`src/hdl/chmc_pkg.sv`:
```
// Package: register map, field positions, reset values and cycle counts of the channel main control
package chmc_pkg;

  // Register offsets on the 16-bit parallel port
  localparam logic [7:0]  CHMC_GAIN_OFS  = 8'h0B;
  localparam logic [7:0]  CHMC_CTRL_OFS  = 8'h0C;
  localparam logic [7:0]  CHMC_STAT_OFS  = 8'h10;

  // Reset values and writable masks
  localparam logic [15:0] CHMC_GAIN_RST  = 16'h0000;
  localparam logic [15:0] CHMC_CTRL_RST  = 16'h0000;
  localparam logic [15:0] CHMC_GAIN_MASK = 16'h01FF;

  // Gain ramp setup fields
  localparam int GB_BYPASS   = 8;
  localparam int GB_SHORT    = 7;
  localparam int GB_LEN_HI   = 6;

  // Main control fields
  localparam int CB_IMM      = 15;
  localparam int CB_GHOLD    = 14;
  localparam int CB_DELAY    = 13;
  localparam int CB_CHOLD    = 12;
  localparam int CB_TXINT    = 11;
  localparam int CB_AE_HI    = 10;
  localparam int CB_AE_LO    = 8;
  localparam int CB_CPLX     = 7;
  localparam int CB_ONLINE   = 6;
  localparam int CB_INEN     = 5;
  localparam int CB_OUTEN    = 4;
  localparam int CB_SIBFREE  = 3;
  localparam int CB_NOFLUSH  = 2;
  localparam int CB_NOOVR    = 1;
  localparam int CB_SWTX     = 0;

  // Status fields
  localparam int SB_DRAINED  = 8;
  localparam int SB_AEMPTY   = 9;
  localparam int SB_TXEN     = 10;

  // Cycle counts at the output sample clock
  localparam int IMM_SYNC_CYC = 4;
  localparam int MEM_FLUSH_CYC = 16;
  localparam int DRAIN_CYC    = 24;
  localparam int LAT_SHORTEN  = 2;

endpackage

```
`src/hdl/chmc_fifo_if.sv`:
```
// Interface: fill, drain and control signals between the control block and its input FIFO
`timescale 1ns/1ps
interface chmc_fifo_if #(
  parameter int W  = 32,
  parameter int CW = 5
);
  logic          wr_valid;
  logic          wr_ready;
  logic [W-1:0]  wr_data;
  logic          rd_valid;
  logic          rd_ready;
  logic [W-1:0]  rd_data;
  logic          flush;
  logic [CW-1:0] count;

  modport ctl (output wr_valid, wr_data, rd_ready, flush, input wr_ready, rd_valid, rd_data, count);
  modport mem (input wr_valid, wr_data, rd_ready, flush, output wr_ready, rd_valid, rd_data, count);
endinterface

```
`src/hdl/chmc_fifo.sv`:
```
// Module: synchronous I/Q input FIFO with flush and occupancy count
`timescale 1ns/1ps
module chmc_fifo
  import chmc_pkg::*;
#(
  parameter int W     = 32,
  parameter int DEPTH = 16
) (
  // Clock and reset
  input wire logic sys_clk,
  input wire logic rst_n,
  // FIFO port
  chmc_fifo_if.mem f
);
  localparam int AW = $clog2(DEPTH);

  logic [W-1:0]  mem_q [DEPTH];
  logic [AW-1:0] wp_q;
  logic [AW-1:0] rp_q;
  logic [AW:0]   cnt_q;
  wire           wr_fire;
  wire           rd_fire;

  assign f.wr_ready = (cnt_q != (AW+1)'(DEPTH)) && !f.flush;
  assign f.rd_valid = (cnt_q != '0) && !f.flush;
  assign f.rd_data  = mem_q[rp_q];
  assign f.count    = cnt_q;
  assign wr_fire    = f.wr_valid && f.wr_ready;
  assign rd_fire    = f.rd_ready && f.rd_valid;

  // Flush forces both pointers back to zero
  always_ff @(posedge sys_clk or negedge rst_n) begin
    if (!rst_n) begin
      wp_q  <= '0;
      rp_q  <= '0;
      cnt_q <= '0;
    end else if (f.flush) begin
      wp_q  <= '0;
      rp_q  <= '0;
      cnt_q <= '0;
    end else begin
      if (wr_fire) wp_q <= wp_q + AW'(1);
      if (rd_fire) rp_q <= rp_q + AW'(1);
      cnt_q <= cnt_q + (AW+1)'(wr_fire) - (AW+1)'(rd_fire);
    end
  end

  always_ff @(posedge sys_clk) begin
    if (wr_fire) mem_q[wp_q] <= f.wr_data;
  end

  fifo_bound_a: assert property (@(posedge sys_clk) disable iff (!rst_n) cnt_q <= (AW+1)'(DEPTH))
    else $error("fifo count above depth");
endmodule

```
`src/hdl/chmc_top.sv`:
```
// Module: per-channel gain ramp setup and main control registers with the logic they steer
// Notes on behaviour
// (RULE1) Latency bit 7 shortens the transmit-enable delay path by two stages.
// (RULE2) Latency bit 8 bypasses alignment and feeds the raw pin enable to the channel.
// (RULE3) Host should pair shortened latency with data span 3 and interpolation code 4.
// (RULE4) Length field 6:0 is the highest gain ramp address visited.
// (RULE5) Bit 15 clear: masked updates; set: low word write loads shadow after 4 clocks.
// (RULE6) Bit 14 freezes the ramp and gives host the gain memory; clearing resumes.
// (RULE7) Host should reload gain profile only after the ramp has finished.
// (RULE8) Bit 13 inserts half coarse sample delay after the shaping filter.
// (RULE9) Bit 12 hands I and Q coefficient memories to the host.
// (RULE10) Bit 11 selects internal transmit enable, otherwise the external pin.
// (RULE11) Almost-empty flag at occupancy threshold bits 10:8 plus one, shared by I and Q.
// (RULE12) Bit 7 selects imaginary sums on channels 0 and 2 in real output mode.
// (RULE13) Bit 6 clear zeroes FIFO output; after 24 clocks channel drained flag rises.
// (RULE14) Hardware enable and update inputs are accepted only while bit 5 is set; with latency bit 8 set the pin enable passes regardless of bit 5.
// (RULE15) Bit 4 clear forces channel output to zero; set passes data.
// (RULE16) Bit 3 set keeps the serial block running regardless of transmit enable.
// (RULE17) With serial gating off the source should send zeros while enable is low.
// (RULE18) Rising transmit enable flushes channel and filter memory unless bit 2 set.
// (RULE19) In parallel mode FIFO overflow resets the channel unless bit 1 set.
// (RULE20) Rising software enable bit 0 flushes filter memory 16 clocks, masked update.
// (RULE21) Software enable high permits serial requests; low stops new frame strobes.
// (RULE22) Immediate mode: low word write of multi-word setting makes the shadow load strobe.
// (RULE23) Each update mask bit set lets its shadow group load; clear blocks it.
// (RULE24) Both registers are 16 bits; undocumented bits read zero and ignore writes.
`timescale 1ns/1ps
module chmc_top
  import chmc_pkg::*;
#(
  parameter int CH_IDX     = 0,
  parameter int DW         = 20,
  parameter int FW         = 32,
  parameter int FDEPTH     = 16,
  parameter int LAT_STAGES = 4
) (
  // Clock and reset
  input  wire logic          sys_clk,
  input  wire logic          rst_n,
  // Host parallel port
  input  wire logic [7:0]    host_addr,
  input  wire logic [15:0]   host_wdata,
  input  wire logic          host_wr,
  input  wire logic          host_rd,
  output logic      [15:0]   host_rdata,
  input  wire logic          low_word_wr,
  input  wire logic [15:0]   shadow_sel,
  input  wire logic [15:0]   update_mask,
  output logic      [15:0]   shadow_load,
  // Transmit enable and update sources
  input  wire logic          transmit_gate_line,
  input  wire logic          hw_update_pin,
  input  wire logic          int_txen,
  output logic               chan_txen,
  output logic               chan_flush,
  output logic               mem_flush,
  output logic               chan_reset,
  // Serial interface block
  input  wire logic          frame_tick,
  output logic               serial_req_en,
  output logic               sib_run,
  output logic               tx_frame,
  // Sample input path
  input  wire logic          par_mode,
  input  wire logic          in_valid,
  input  wire logic [FW-1:0] in_data,
  output logic               in_ready,
  input  wire logic          sample_en,
  output logic      [FW-1:0] fifo_sample,
  output logic               almost_empty,
  output logic               drain_done_flag,
  // Gain ramp and memory ownership
  input  wire logic          ramp_tick,
  output logic      [6:0]    gain_addr,
  output logic               gain_host_sel,
  output logic               coef_host_sel,
  // Channel output path
  input  wire logic [DW-1:0] real_partial_two,
  input  wire logic [DW-1:0] imag_partial_one,
  input  wire logic          half_coarse_en,
  output logic      [DW-1:0] chan_out
);
  localparam int CW = $clog2(FDEPTH) + 1;

  ////////////////////////////////////////////////////////////////////////////
  // Registers
  logic [15:0] gain_q;
  logic [15:0] ctrl_q;
  logic [15:0] rdata_q;
  wire         wr_gain   = host_wr && (host_addr == CHMC_GAIN_OFS);
  wire         wr_ctrl   = host_wr && (host_addr == CHMC_CTRL_OFS);
  wire  [15:0] stat_word;
  wire  [15:0] rd_mux    = (host_addr == CHMC_GAIN_OFS) ? gain_q :
                           (host_addr == CHMC_CTRL_OFS) ? ctrl_q :
                           (host_addr == CHMC_STAT_OFS) ? stat_word : 16'h0000;

  always_ff @(posedge sys_clk or negedge rst_n) begin
    if (!rst_n) begin
      gain_q  <= CHMC_GAIN_RST;
      ctrl_q  <= CHMC_CTRL_RST;
      rdata_q <= 16'h0000;
    end else begin
      if (wr_gain) gain_q <= host_wdata & CHMC_GAIN_MASK; // RULE24
      if (wr_ctrl) ctrl_q <= host_wdata;
      if (host_rd) rdata_q <= rd_mux;
    end
  end
  assign host_rdata = rdata_q;

  ////////////////////////////////////////////////////////////////////////////
  // Pin synchronisers
  logic pin_s1_q, pin_s2_q, upd_s1_q, upd_s2_q, upd_prev_q;
  always_ff @(posedge sys_clk or negedge rst_n) begin
    if (!rst_n) begin
      {pin_s1_q, pin_s2_q, upd_s1_q, upd_s2_q, upd_prev_q} <= 5'h00;
    end else begin
      {pin_s1_q, pin_s2_q} <= {transmit_gate_line, pin_s1_q};
      {upd_s1_q, upd_s2_q} <= {hw_update_pin, upd_s1_q};
      upd_prev_q <= upd_s2_q;
    end
  end

  ////////////////////////////////////////////////////////////////////////////
  // Transmit enable selection and latency alignment
  logic [LAT_STAGES-1:0] lat_q;
  logic                  txen_q, txen_prev_q, swtx_prev_q;
  wire hw_tx    = ctrl_q[CB_TXINT] ? int_txen : pin_s2_q;   // RULE10
  wire hw_tx_ok = hw_tx && ctrl_q[CB_INEN];                 // RULE14
  wire lat_tap  = gain_q[GB_SHORT] ? lat_q[LAT_STAGES-1-LAT_SHORTEN] : lat_q[LAT_STAGES-1]; // RULE1
  wire txen_d   = gain_q[GB_BYPASS] ? pin_s2_q : lat_tap;   // RULE2
  wire tx_rise  = txen_q && !txen_prev_q;
  wire sw_rise  = ctrl_q[CB_SWTX] && !swtx_prev_q;
  wire upd_ev   = upd_s2_q && !upd_prev_q && ctrl_q[CB_INEN]; // RULE14
  wire hw_flush = tx_rise && !ctrl_q[CB_NOFLUSH];           // RULE18

  always_ff @(posedge sys_clk or negedge rst_n) begin
    if (!rst_n) begin
      lat_q       <= '0;
      txen_q      <= 1'b0;
      txen_prev_q <= 1'b0;
      swtx_prev_q <= 1'b0;
    end else begin
      lat_q       <= {lat_q[LAT_STAGES-2:0], hw_tx_ok};
      txen_q      <= txen_d;
      txen_prev_q <= txen_q;
      swtx_prev_q <= ctrl_q[CB_SWTX];
    end
  end
  assign chan_txen = txen_q;

  ////////////////////////////////////////////////////////////////////////////
  // Flushing and shadow updates
  logic [4:0]              fcnt_q;
  logic                    cflush_q;
  logic [IMM_SYNC_CYC-1:0] imm_pipe_q;
  logic [15:0]             imm_sel_q;
  logic [15:0]             load_q;
  wire  [15:0]             mask_ld = (sw_rise || upd_ev) ? update_mask : 16'h0000;            // RULE23
  wire  [15:0]             imm_ld  = imm_pipe_q[IMM_SYNC_CYC-1] ? imm_sel_q : 16'h0000;       // RULE5
  wire                     imm_wr  = low_word_wr && ctrl_q[CB_IMM];                           // RULE22

  always_ff @(posedge sys_clk or negedge rst_n) begin
    if (!rst_n) begin
      fcnt_q     <= 5'h00;
      cflush_q   <= 1'b0;
      imm_pipe_q <= '0;
      imm_sel_q  <= 16'h0000;
      load_q     <= 16'h0000;
    end else begin
      if (sw_rise || hw_flush) fcnt_q <= 5'(MEM_FLUSH_CYC); // RULE20
      else if (fcnt_q != 5'h00) fcnt_q <= fcnt_q - 5'h01;
      cflush_q   <= hw_flush;                               // RULE18
      imm_pipe_q <= {imm_pipe_q[IMM_SYNC_CYC-2:0], imm_wr};
      if (imm_wr) imm_sel_q <= shadow_sel;
      load_q     <= mask_ld | imm_ld;                       // RULE5
    end
  end
  assign mem_flush   = (fcnt_q != 5'h00);
  assign chan_flush  = cflush_q;
  assign shadow_load = load_q;

  ////////////////////////////////////////////////////////////////////////////
  // Serial interface gating
  assign serial_req_en = ctrl_q[CB_SWTX];                     // RULE21
  assign sib_run       = ctrl_q[CB_SIBFREE] || txen_q;        // RULE16
  assign tx_frame      = frame_tick && ctrl_q[CB_SWTX] && sib_run; // RULE21

  ////////////////////////////////////////////////////////////////////////////
  // Input FIFO, offline drain and overflow reset
  chmc_fifo_if #(.W(FW), .CW(CW)) fif ();
  logic [FW-1:0] samp_q;
  logic [4:0]    dcnt_q;
  logic          ae_q, creset_q;
  wire           online  = ctrl_q[CB_ONLINE];
  // Not-ready caused by a flush is no overflow
  wire           ovf     = par_mode && in_valid && !fif.wr_ready && !fif.flush;
  wire           ovf_rst = ovf && !ctrl_q[CB_NOOVR];           // RULE19
  wire [CW-1:0]  ae_lvl  = CW'(ctrl_q[CB_AE_HI:CB_AE_LO]) + CW'(1);

  assign fif.wr_valid = in_valid;
  assign fif.wr_data  = in_data;
  assign fif.rd_ready = online && sample_en;
  assign fif.flush    = !online || creset_q;                   // RULE13
  assign in_ready     = fif.wr_ready;

  chmc_fifo #(.W(FW), .DEPTH(FDEPTH)) u_fifo (
    .sys_clk (sys_clk),
    .rst_n   (rst_n),
    .f       (fif)
  );

  always_ff @(posedge sys_clk or negedge rst_n) begin
    if (!rst_n) begin
      samp_q   <= '0;
      dcnt_q   <= 5'h00;
      ae_q     <= 1'b1;
      creset_q <= 1'b0;
    end else begin
      if (!online) samp_q <= '0;                               // RULE13
      else if (sample_en) samp_q <= fif.rd_valid ? fif.rd_data : '0;
      if (online) dcnt_q <= 5'h00;
      else if (dcnt_q != 5'(DRAIN_CYC)) dcnt_q <= dcnt_q + 5'h01; // RULE13
      ae_q     <= (fif.count <= ae_lvl);                       // RULE11
      creset_q <= ovf_rst;
    end
  end
  assign fifo_sample     = samp_q;
  assign almost_empty    = ae_q;
  assign drain_done_flag = !online && (dcnt_q == 5'(DRAIN_CYC));
  assign chan_reset      = creset_q;

  ////////////////////////////////////////////////////////////////////////////
  // Gain ramp and memory ownership
  logic [6:0] gaddr_q;
  wire  [6:0] glen    = gain_q[GB_LEN_HI:0];
  wire        ghold   = ctrl_q[CB_GHOLD];
  wire        ramp_up = txen_q && (gaddr_q < glen);            // RULE4
  wire        ramp_dn = !txen_q && (gaddr_q != 7'h00);

  always_ff @(posedge sys_clk or negedge rst_n) begin
    if (!rst_n) gaddr_q <= 7'h00;
    else if (!ghold && ramp_tick) begin                        // RULE6
      if (ramp_up) gaddr_q <= gaddr_q + 7'h01;
      else if (ramp_dn) gaddr_q <= gaddr_q - 7'h01;
      else if (gaddr_q > glen) gaddr_q <= glen;                // RULE4
    end
  end
  assign gain_addr     = gaddr_q;
  assign gain_host_sel = ghold;                                // RULE6
  assign coef_host_sel = ctrl_q[CB_CHOLD];                     // RULE9

  ////////////////////////////////////////////////////////////////////////////
  // Channel output path
  logic [DW-1:0] dly_q, out_q;
  wire           cplx_ch = (CH_IDX == 0) || (CH_IDX == 2);
  wire [DW-1:0]  osel    = (cplx_ch && ctrl_q[CB_CPLX]) ? imag_partial_one : real_partial_two; // RULE12
  wire [DW-1:0]  opath   = ctrl_q[CB_DELAY] ? dly_q : osel;   // RULE8

  always_ff @(posedge sys_clk or negedge rst_n) begin
    if (!rst_n) begin
      dly_q <= '0;
      out_q <= '0;
    end else begin
      if (half_coarse_en) dly_q <= osel;
      out_q <= ctrl_q[CB_OUTEN] ? opath : '0;                  // RULE15
    end
  end
  assign chan_out = out_q;

  assign stat_word = {5'h00, txen_q, ae_q, drain_done_flag, 1'b0, gaddr_q};

  ////////////////////////////////////////////////////////////////////////////
  // Checks
  gain_mask_a: assert property (@(posedge sys_clk) disable iff (!rst_n) gain_q[15:9] == 7'h00) // RULE24
    else $error("gain setup upper bits not zero");
  out_zero_a: assert property (@(posedge sys_clk) disable iff (!rst_n) // RULE15
    !$past(ctrl_q[CB_OUTEN]) |-> chan_out == '0)
    else $error("output not zero while disabled");
  drain_time_a: assert property (@(posedge sys_clk) disable iff (!rst_n) // RULE13
    $fell(online) |-> !drain_done_flag [*8] ##[16:17] drain_done_flag)
    else $error("drain flag timing wrong");
  mem_flush_a: assert property (@(posedge sys_clk) disable iff (!rst_n) // RULE20
    sw_rise |=> mem_flush [*8] ##1 mem_flush [*8] ##1 (!mem_flush || $past(sw_rise || hw_flush)))
    else $error("filter memory flush not 16 clocks");
  imm_load_a: assert property (@(posedge sys_clk) disable iff (!rst_n) // RULE5
    imm_wr |-> ##5 (shadow_load & $past(shadow_sel, 5)) == $past(shadow_sel, 5))
    else $error("immediate load missing after sync");
  mask_block_a: assert property (@(posedge sys_clk) disable iff (!rst_n) // RULE23
    (sw_rise && !imm_pipe_q[IMM_SYNC_CYC-1]) |=> shadow_load == $past(update_mask))
    else $error("masked update wrong");
  frame_gate_a: assert property (@(posedge sys_clk) disable iff (!rst_n) !ctrl_q[CB_SWTX] |-> !tx_frame) // RULE21
    else $error("frame strobe while software enable low");
  flush_sup_a: assert property (@(posedge sys_clk) disable iff (!rst_n) // RULE18
    (tx_rise && ctrl_q[CB_NOFLUSH]) |=> !chan_flush)
    else $error("flush not suppressed");
  ovf_reset_a: assert property (@(posedge sys_clk) disable iff (!rst_n) // RULE19
    (ovf && !ctrl_q[CB_NOOVR]) |=> chan_reset ##1 fif.count == '0)
    else $error("overflow did not reset channel");
  ramp_hold_a: assert property (@(posedge sys_clk) disable iff (!rst_n) ghold |=> $stable(gaddr_q)) // RULE6
    else $error("ramp moved while held");
  lat_short_a: assert property (@(posedge sys_clk) disable iff (!rst_n) // RULE1
    (gain_q[GB_SHORT] && !gain_q[GB_BYPASS] && $stable(gain_q)) |=> txen_q == $past(lat_q[LAT_STAGES-1-LAT_SHORTEN]))
    else $error("shortened latency tap wrong");
  ae_level_a: assert property (@(posedge sys_clk) disable iff (!rst_n) // RULE11
    almost_empty == ($past(fif.count) <= CW'($past(ctrl_q[CB_AE_HI:CB_AE_LO])) + CW'(1)))
    else $error("almost empty flag wrong");

  drain_c: cover property (@(posedge sys_clk) disable iff (!rst_n) $rose(drain_done_flag));
  imm_c:   cover property (@(posedge sys_clk) disable iff (!rst_n) imm_wr ##5 shadow_load != 16'h0000);
  ramp_c:  cover property (@(posedge sys_clk) disable iff (!rst_n) ramp_tick && gaddr_q == glen && glen != 7'h00);
  full_c:  cover property (@(posedge sys_clk) disable iff (!rst_n) !fif.wr_ready && online);
endmodule

```
`config.mk`:
```
export PLATFORM = sky130hd
export DESIGN_NAME = chmc_top
export DESIGN_NICKNAME = d
export VERILOG_FILES = /design/src/hdl/chmc_pkg.sv /design/src/hdl/chmc_fifo_if.sv /design/src/hdl/chmc_fifo.sv /design/src/hdl/chmc_top.sv
export SDC_FILE = /design/constraint.sdc
export NUM_CORES = 1
export LEC_CHECK = 0
export BUFFER_PORTS_ARGS = -buffer_cell sky130_fd_sc_hd__buf_2
export CAP_MARGIN = 20
export CORE_MARGIN = 2
export CORE_UTILIZATION = 40
export DETAILED_ROUTE_END_ITERATION = 16
export HOLD_SLACK_MARGIN = 0.12
export SYNTH_ARGS = -nofsm -noshare
export SYNTH_HDL_FRONTEND = slang
export SYNTH_SLANG_ARGS = --single-unit
```
`constraint.sdc`:
```
create_clock -name sys_clk -period 4.5 [get_ports sys_clk]
set_input_delay 1.35 -clock sys_clk [delete_from_list [all_inputs] [get_ports sys_clk]]
set_output_delay 1.35 -clock sys_clk [all_outputs]
set_load 0.01 [all_outputs]
```
==> impl_metrics.tcl <==
set metrics [dict create \
    status "finished, final reports clean" \
    synth_area_mm2 0.0278 \
    dp_hpwl_mm 39.0 \
    clock-sinks 706 \
    area_growth_syn_to_layout_pct 18.7 \
    gr-usage-met3 0.0338 \
    syn_avg_cell_area_um2 18.8 \
    slew_headroom 0.300 \
    final_design_area_no_fill_mm2 0.0330 \
    power.density_mw_per_mm2 448 \
    initial_utilization 0.404 \
    cp_max_fo 6 \
    grt_pass1_wl_mm 93.5 \
    grt_setup_unrepaired "no" \
    drive_gt1_frac 0.340 \
    drt_iter0_drc 1164 \
    pwr-share-comb 0.060 \
    antenna_found_initial 2 \
    cts_setup_buffers 0 \
    netlist_instances 1479 \
    p_leak_nw 12.0 \
    p_clk_frac 0.442 \
    final.setup.tns_ns 0 \
    clk_latency_ns 0.62 \
    fmax_mhz 268 \
    core_mm2 0.0687 \
    grt_max_degree 103 \
    grtUsageMet2 0.283 \
    cts-root-buf "clkbuf_16" \
    synth_ff_type "edfxtp_1" \
    cts.repair.resized 0 \
    synth_fp_nets 1652 \
    antennaDiodeCount 0 \
    grt_pass1_vias 15016 \
    crit_chain "inv_1 > ha_1 > nor4b_1 > inv_1 > buf_2" \
    worst_hold_path_type "flop to flop" \
    grt_use_met1 0.243 \
    crit_path_end_kind "output port" \
    path_class "flop to output port" \
    gr-total-overflow 0 \
    fill_cells 5728 \
    die_w_um 268 \
    yosysTopAreaCellShare 0.553 \
    synth_seq_area_share 0.728 \
    min_period_over_period 0.828 \
    ys_seq_elements 706 \
    rows 96 \
    vias 14584 \
    ant_nets 0 \
    switching_power_mw 3.28 \
    clock_skew_ns 0.0167 \
    clk_pin_slew_ns 0.06 \
    synth-edff-count 512 \
    dp.cells 2617 \
    ir_worst_vdd_v 0.000346 \
    drv_cap 0 \
    portBuffers 244 \
    place.gp.congestion 0.807 \
    yosysWarnings 0 \
    htreeDepth 3 \
    cts_buffers 76 \
    routedWlPerCell_um 22.3 \
    drt-pass1-iter-count 5 \
    critPathMostFrequentCell "inv_1" \
    pin_count 245 \
    grtUsageTotal 0.174 \
    worstPathArrival_ns 2.38 \
    finalCriticalPeriod_ns 3.73 \
    worst_ep_required_time_ns 3.15 \
    nets 1939 \
    die_h_um 268 \
    multi_input_comb_area_mm2 0.00707 \
    seqCellArea_mm2 0.0202 \
    wl_mm 61.5 \
    cts.path.max_buffers 3 \
    power.share.switching 0.222 \
    power.internal_mw 11.5 \
    drc 0 \
    cpLargestDelayFamily "simple AND/OR/NAND/NOR gates" \
    slowest_stage "nor4b_1" \
    viasPerCell 5.28 \
    final-max-slew-violation-count 0 \
    p_seq_frac 0.498 \
    synth_cell_types 56 \
    synth_most_common_cell "edfxtp_1" \
    cp_num_buf_inv 3 \
    final_util 0.480 \
    p_total_mw 14.8 \
    synth_area_leaders "edfxtp_1, dfrtp_1, mux4_2" \
    synth_top_area_cell "edfxtp_1" \
    cp_slowest_stage_delay_ns 0.81 \
    cp-start-kind "flop" \
    netlist_top_cells_count "edfxtp_1, dfrtp_1, mux4_2" \
    worst_pin_slew_ns 1.05 \
    cts_tree "done" \
    place_area_mm2 0.0303 \
    hold_buffers 0 \
    async_flop_share 0.275 \
    layoutNonFillerInstCount 2761 \
    dieArea_mm2 0.0716 \
    setup_viol 0 \
    top_usage_layer "met2" \
    hold_viol 0 \
]
[layout by cell type (no fill, tap or decap), types with 35 or more instances in the layout]
cell       instances
inv_1             38
nand2_1           58
clkbuf_16         77
nor2_1            70
a22o_1            48
edfxtp_1         512
dfrtp_1          189
buf_2            243
a21oi_1           35
mux4_2           160
[routing by layer]
metal / wire length [um] / vias up / share of wire
li1: - / 6419 / -
met1: 26900 / 7683 / 0.44
met2: 30200 / 399 / 0.49
met3: 3420 / 83 / 0.056
met4: 1060 / 0 / 0.017
met5: 0 / - / 0
[power groups by stage]
stage | Combinational, mW | Sequential, mW | Clock (mW)
floorplan | 0.548 | 7.42 | 0
global placement | 0.833 | 7.48 | 0
detailed placement | 0.883 | 7.49 | 0
CTS | 0.886 | 7.36 | 6.70
global route | 1.01 | 7.38 | 6.95
finish | 0.884 | 7.36 | 6.52
[area by class of cell]
cell class / instances / share of cell area
clock buffer: 94 / 0.0616
clock inverter: 48 / 0.0189
inverter: 38 / 0.00432
multi-input combinational: 660 / 0.214
sequential: 706 / 0.614
tap: 931 / 0.0353
timing repair buffer: 284 / 0.0518
[per-stage QoR]
step / hold WS (ns) / setup WS [ns]
2_1_floorplan: 0.331 / 1.01
3_3_place_gp: 0.334 / 1.07
3_5_place_dp: 0.336 / 1.00
4_1_cts: 0.349 / 0.703
5_1_grt: 0.360 / 0.540
6_report: 0.347 / 0.774
[path summary, 6_finish.rpt]
path	startpoint	end	slack (ns)	cells after the start
max	fcnt_q[0]	mem_flush	0.77	5
min	imm_pipe_q[2]	imm_pipe_q[3]	0.35	0
min reg2reg	imm_pipe_q[2]	imm_pipe_q[3]	0.35	0
min in group asynchronous	rst_n	chan_out[15]	0.79	1
max reg2reg	ctrl_q[6]	u_fifo.mem_q[0][11]	1.49	4
max in group asynchronous	rst_n	shadow_load[10]	2.76	2
[cells by family after synthesis]
logic type | count (synthesis) | synth area share
AO/OA/AOI/OAI | 161 | 0.0390
flip-flops | 706 | 0.728
multiplexers | 227 | 0.156
adder cells (fa/ha/maj) | 31 | 0.0142
XOR/XNOR | 20 | 0.00630
AND/OR/NAND/NOR | 221 | 0.0382
buffers and inverters | 113 | 0.0186
[registers in the layout (all words and copies together), names as in the netlist, 5 cells and up]
name / cells
fcnt_q: 5
dly_q: 20
gain_q: 9
u_fifo.f.count: 5
fifo_sample: 32
chan_out: 20
imm_sel_q: 16
dcnt_q: 5
ctrl_q: 16
gain_addr: 7
shadow_load: 16
u_fifo.mem_q: 512
host_rdata: 16
[worst reg2reg max path, cell delays in order, from the launching register on]
cell and delay (ns):
dfrtp_1 0.56, nor2b_1 0.37, and3_1 0.46, nor3b_1 0.37
and2_2 0.88
Note: power is estimated with default switching activity, not from simulation.
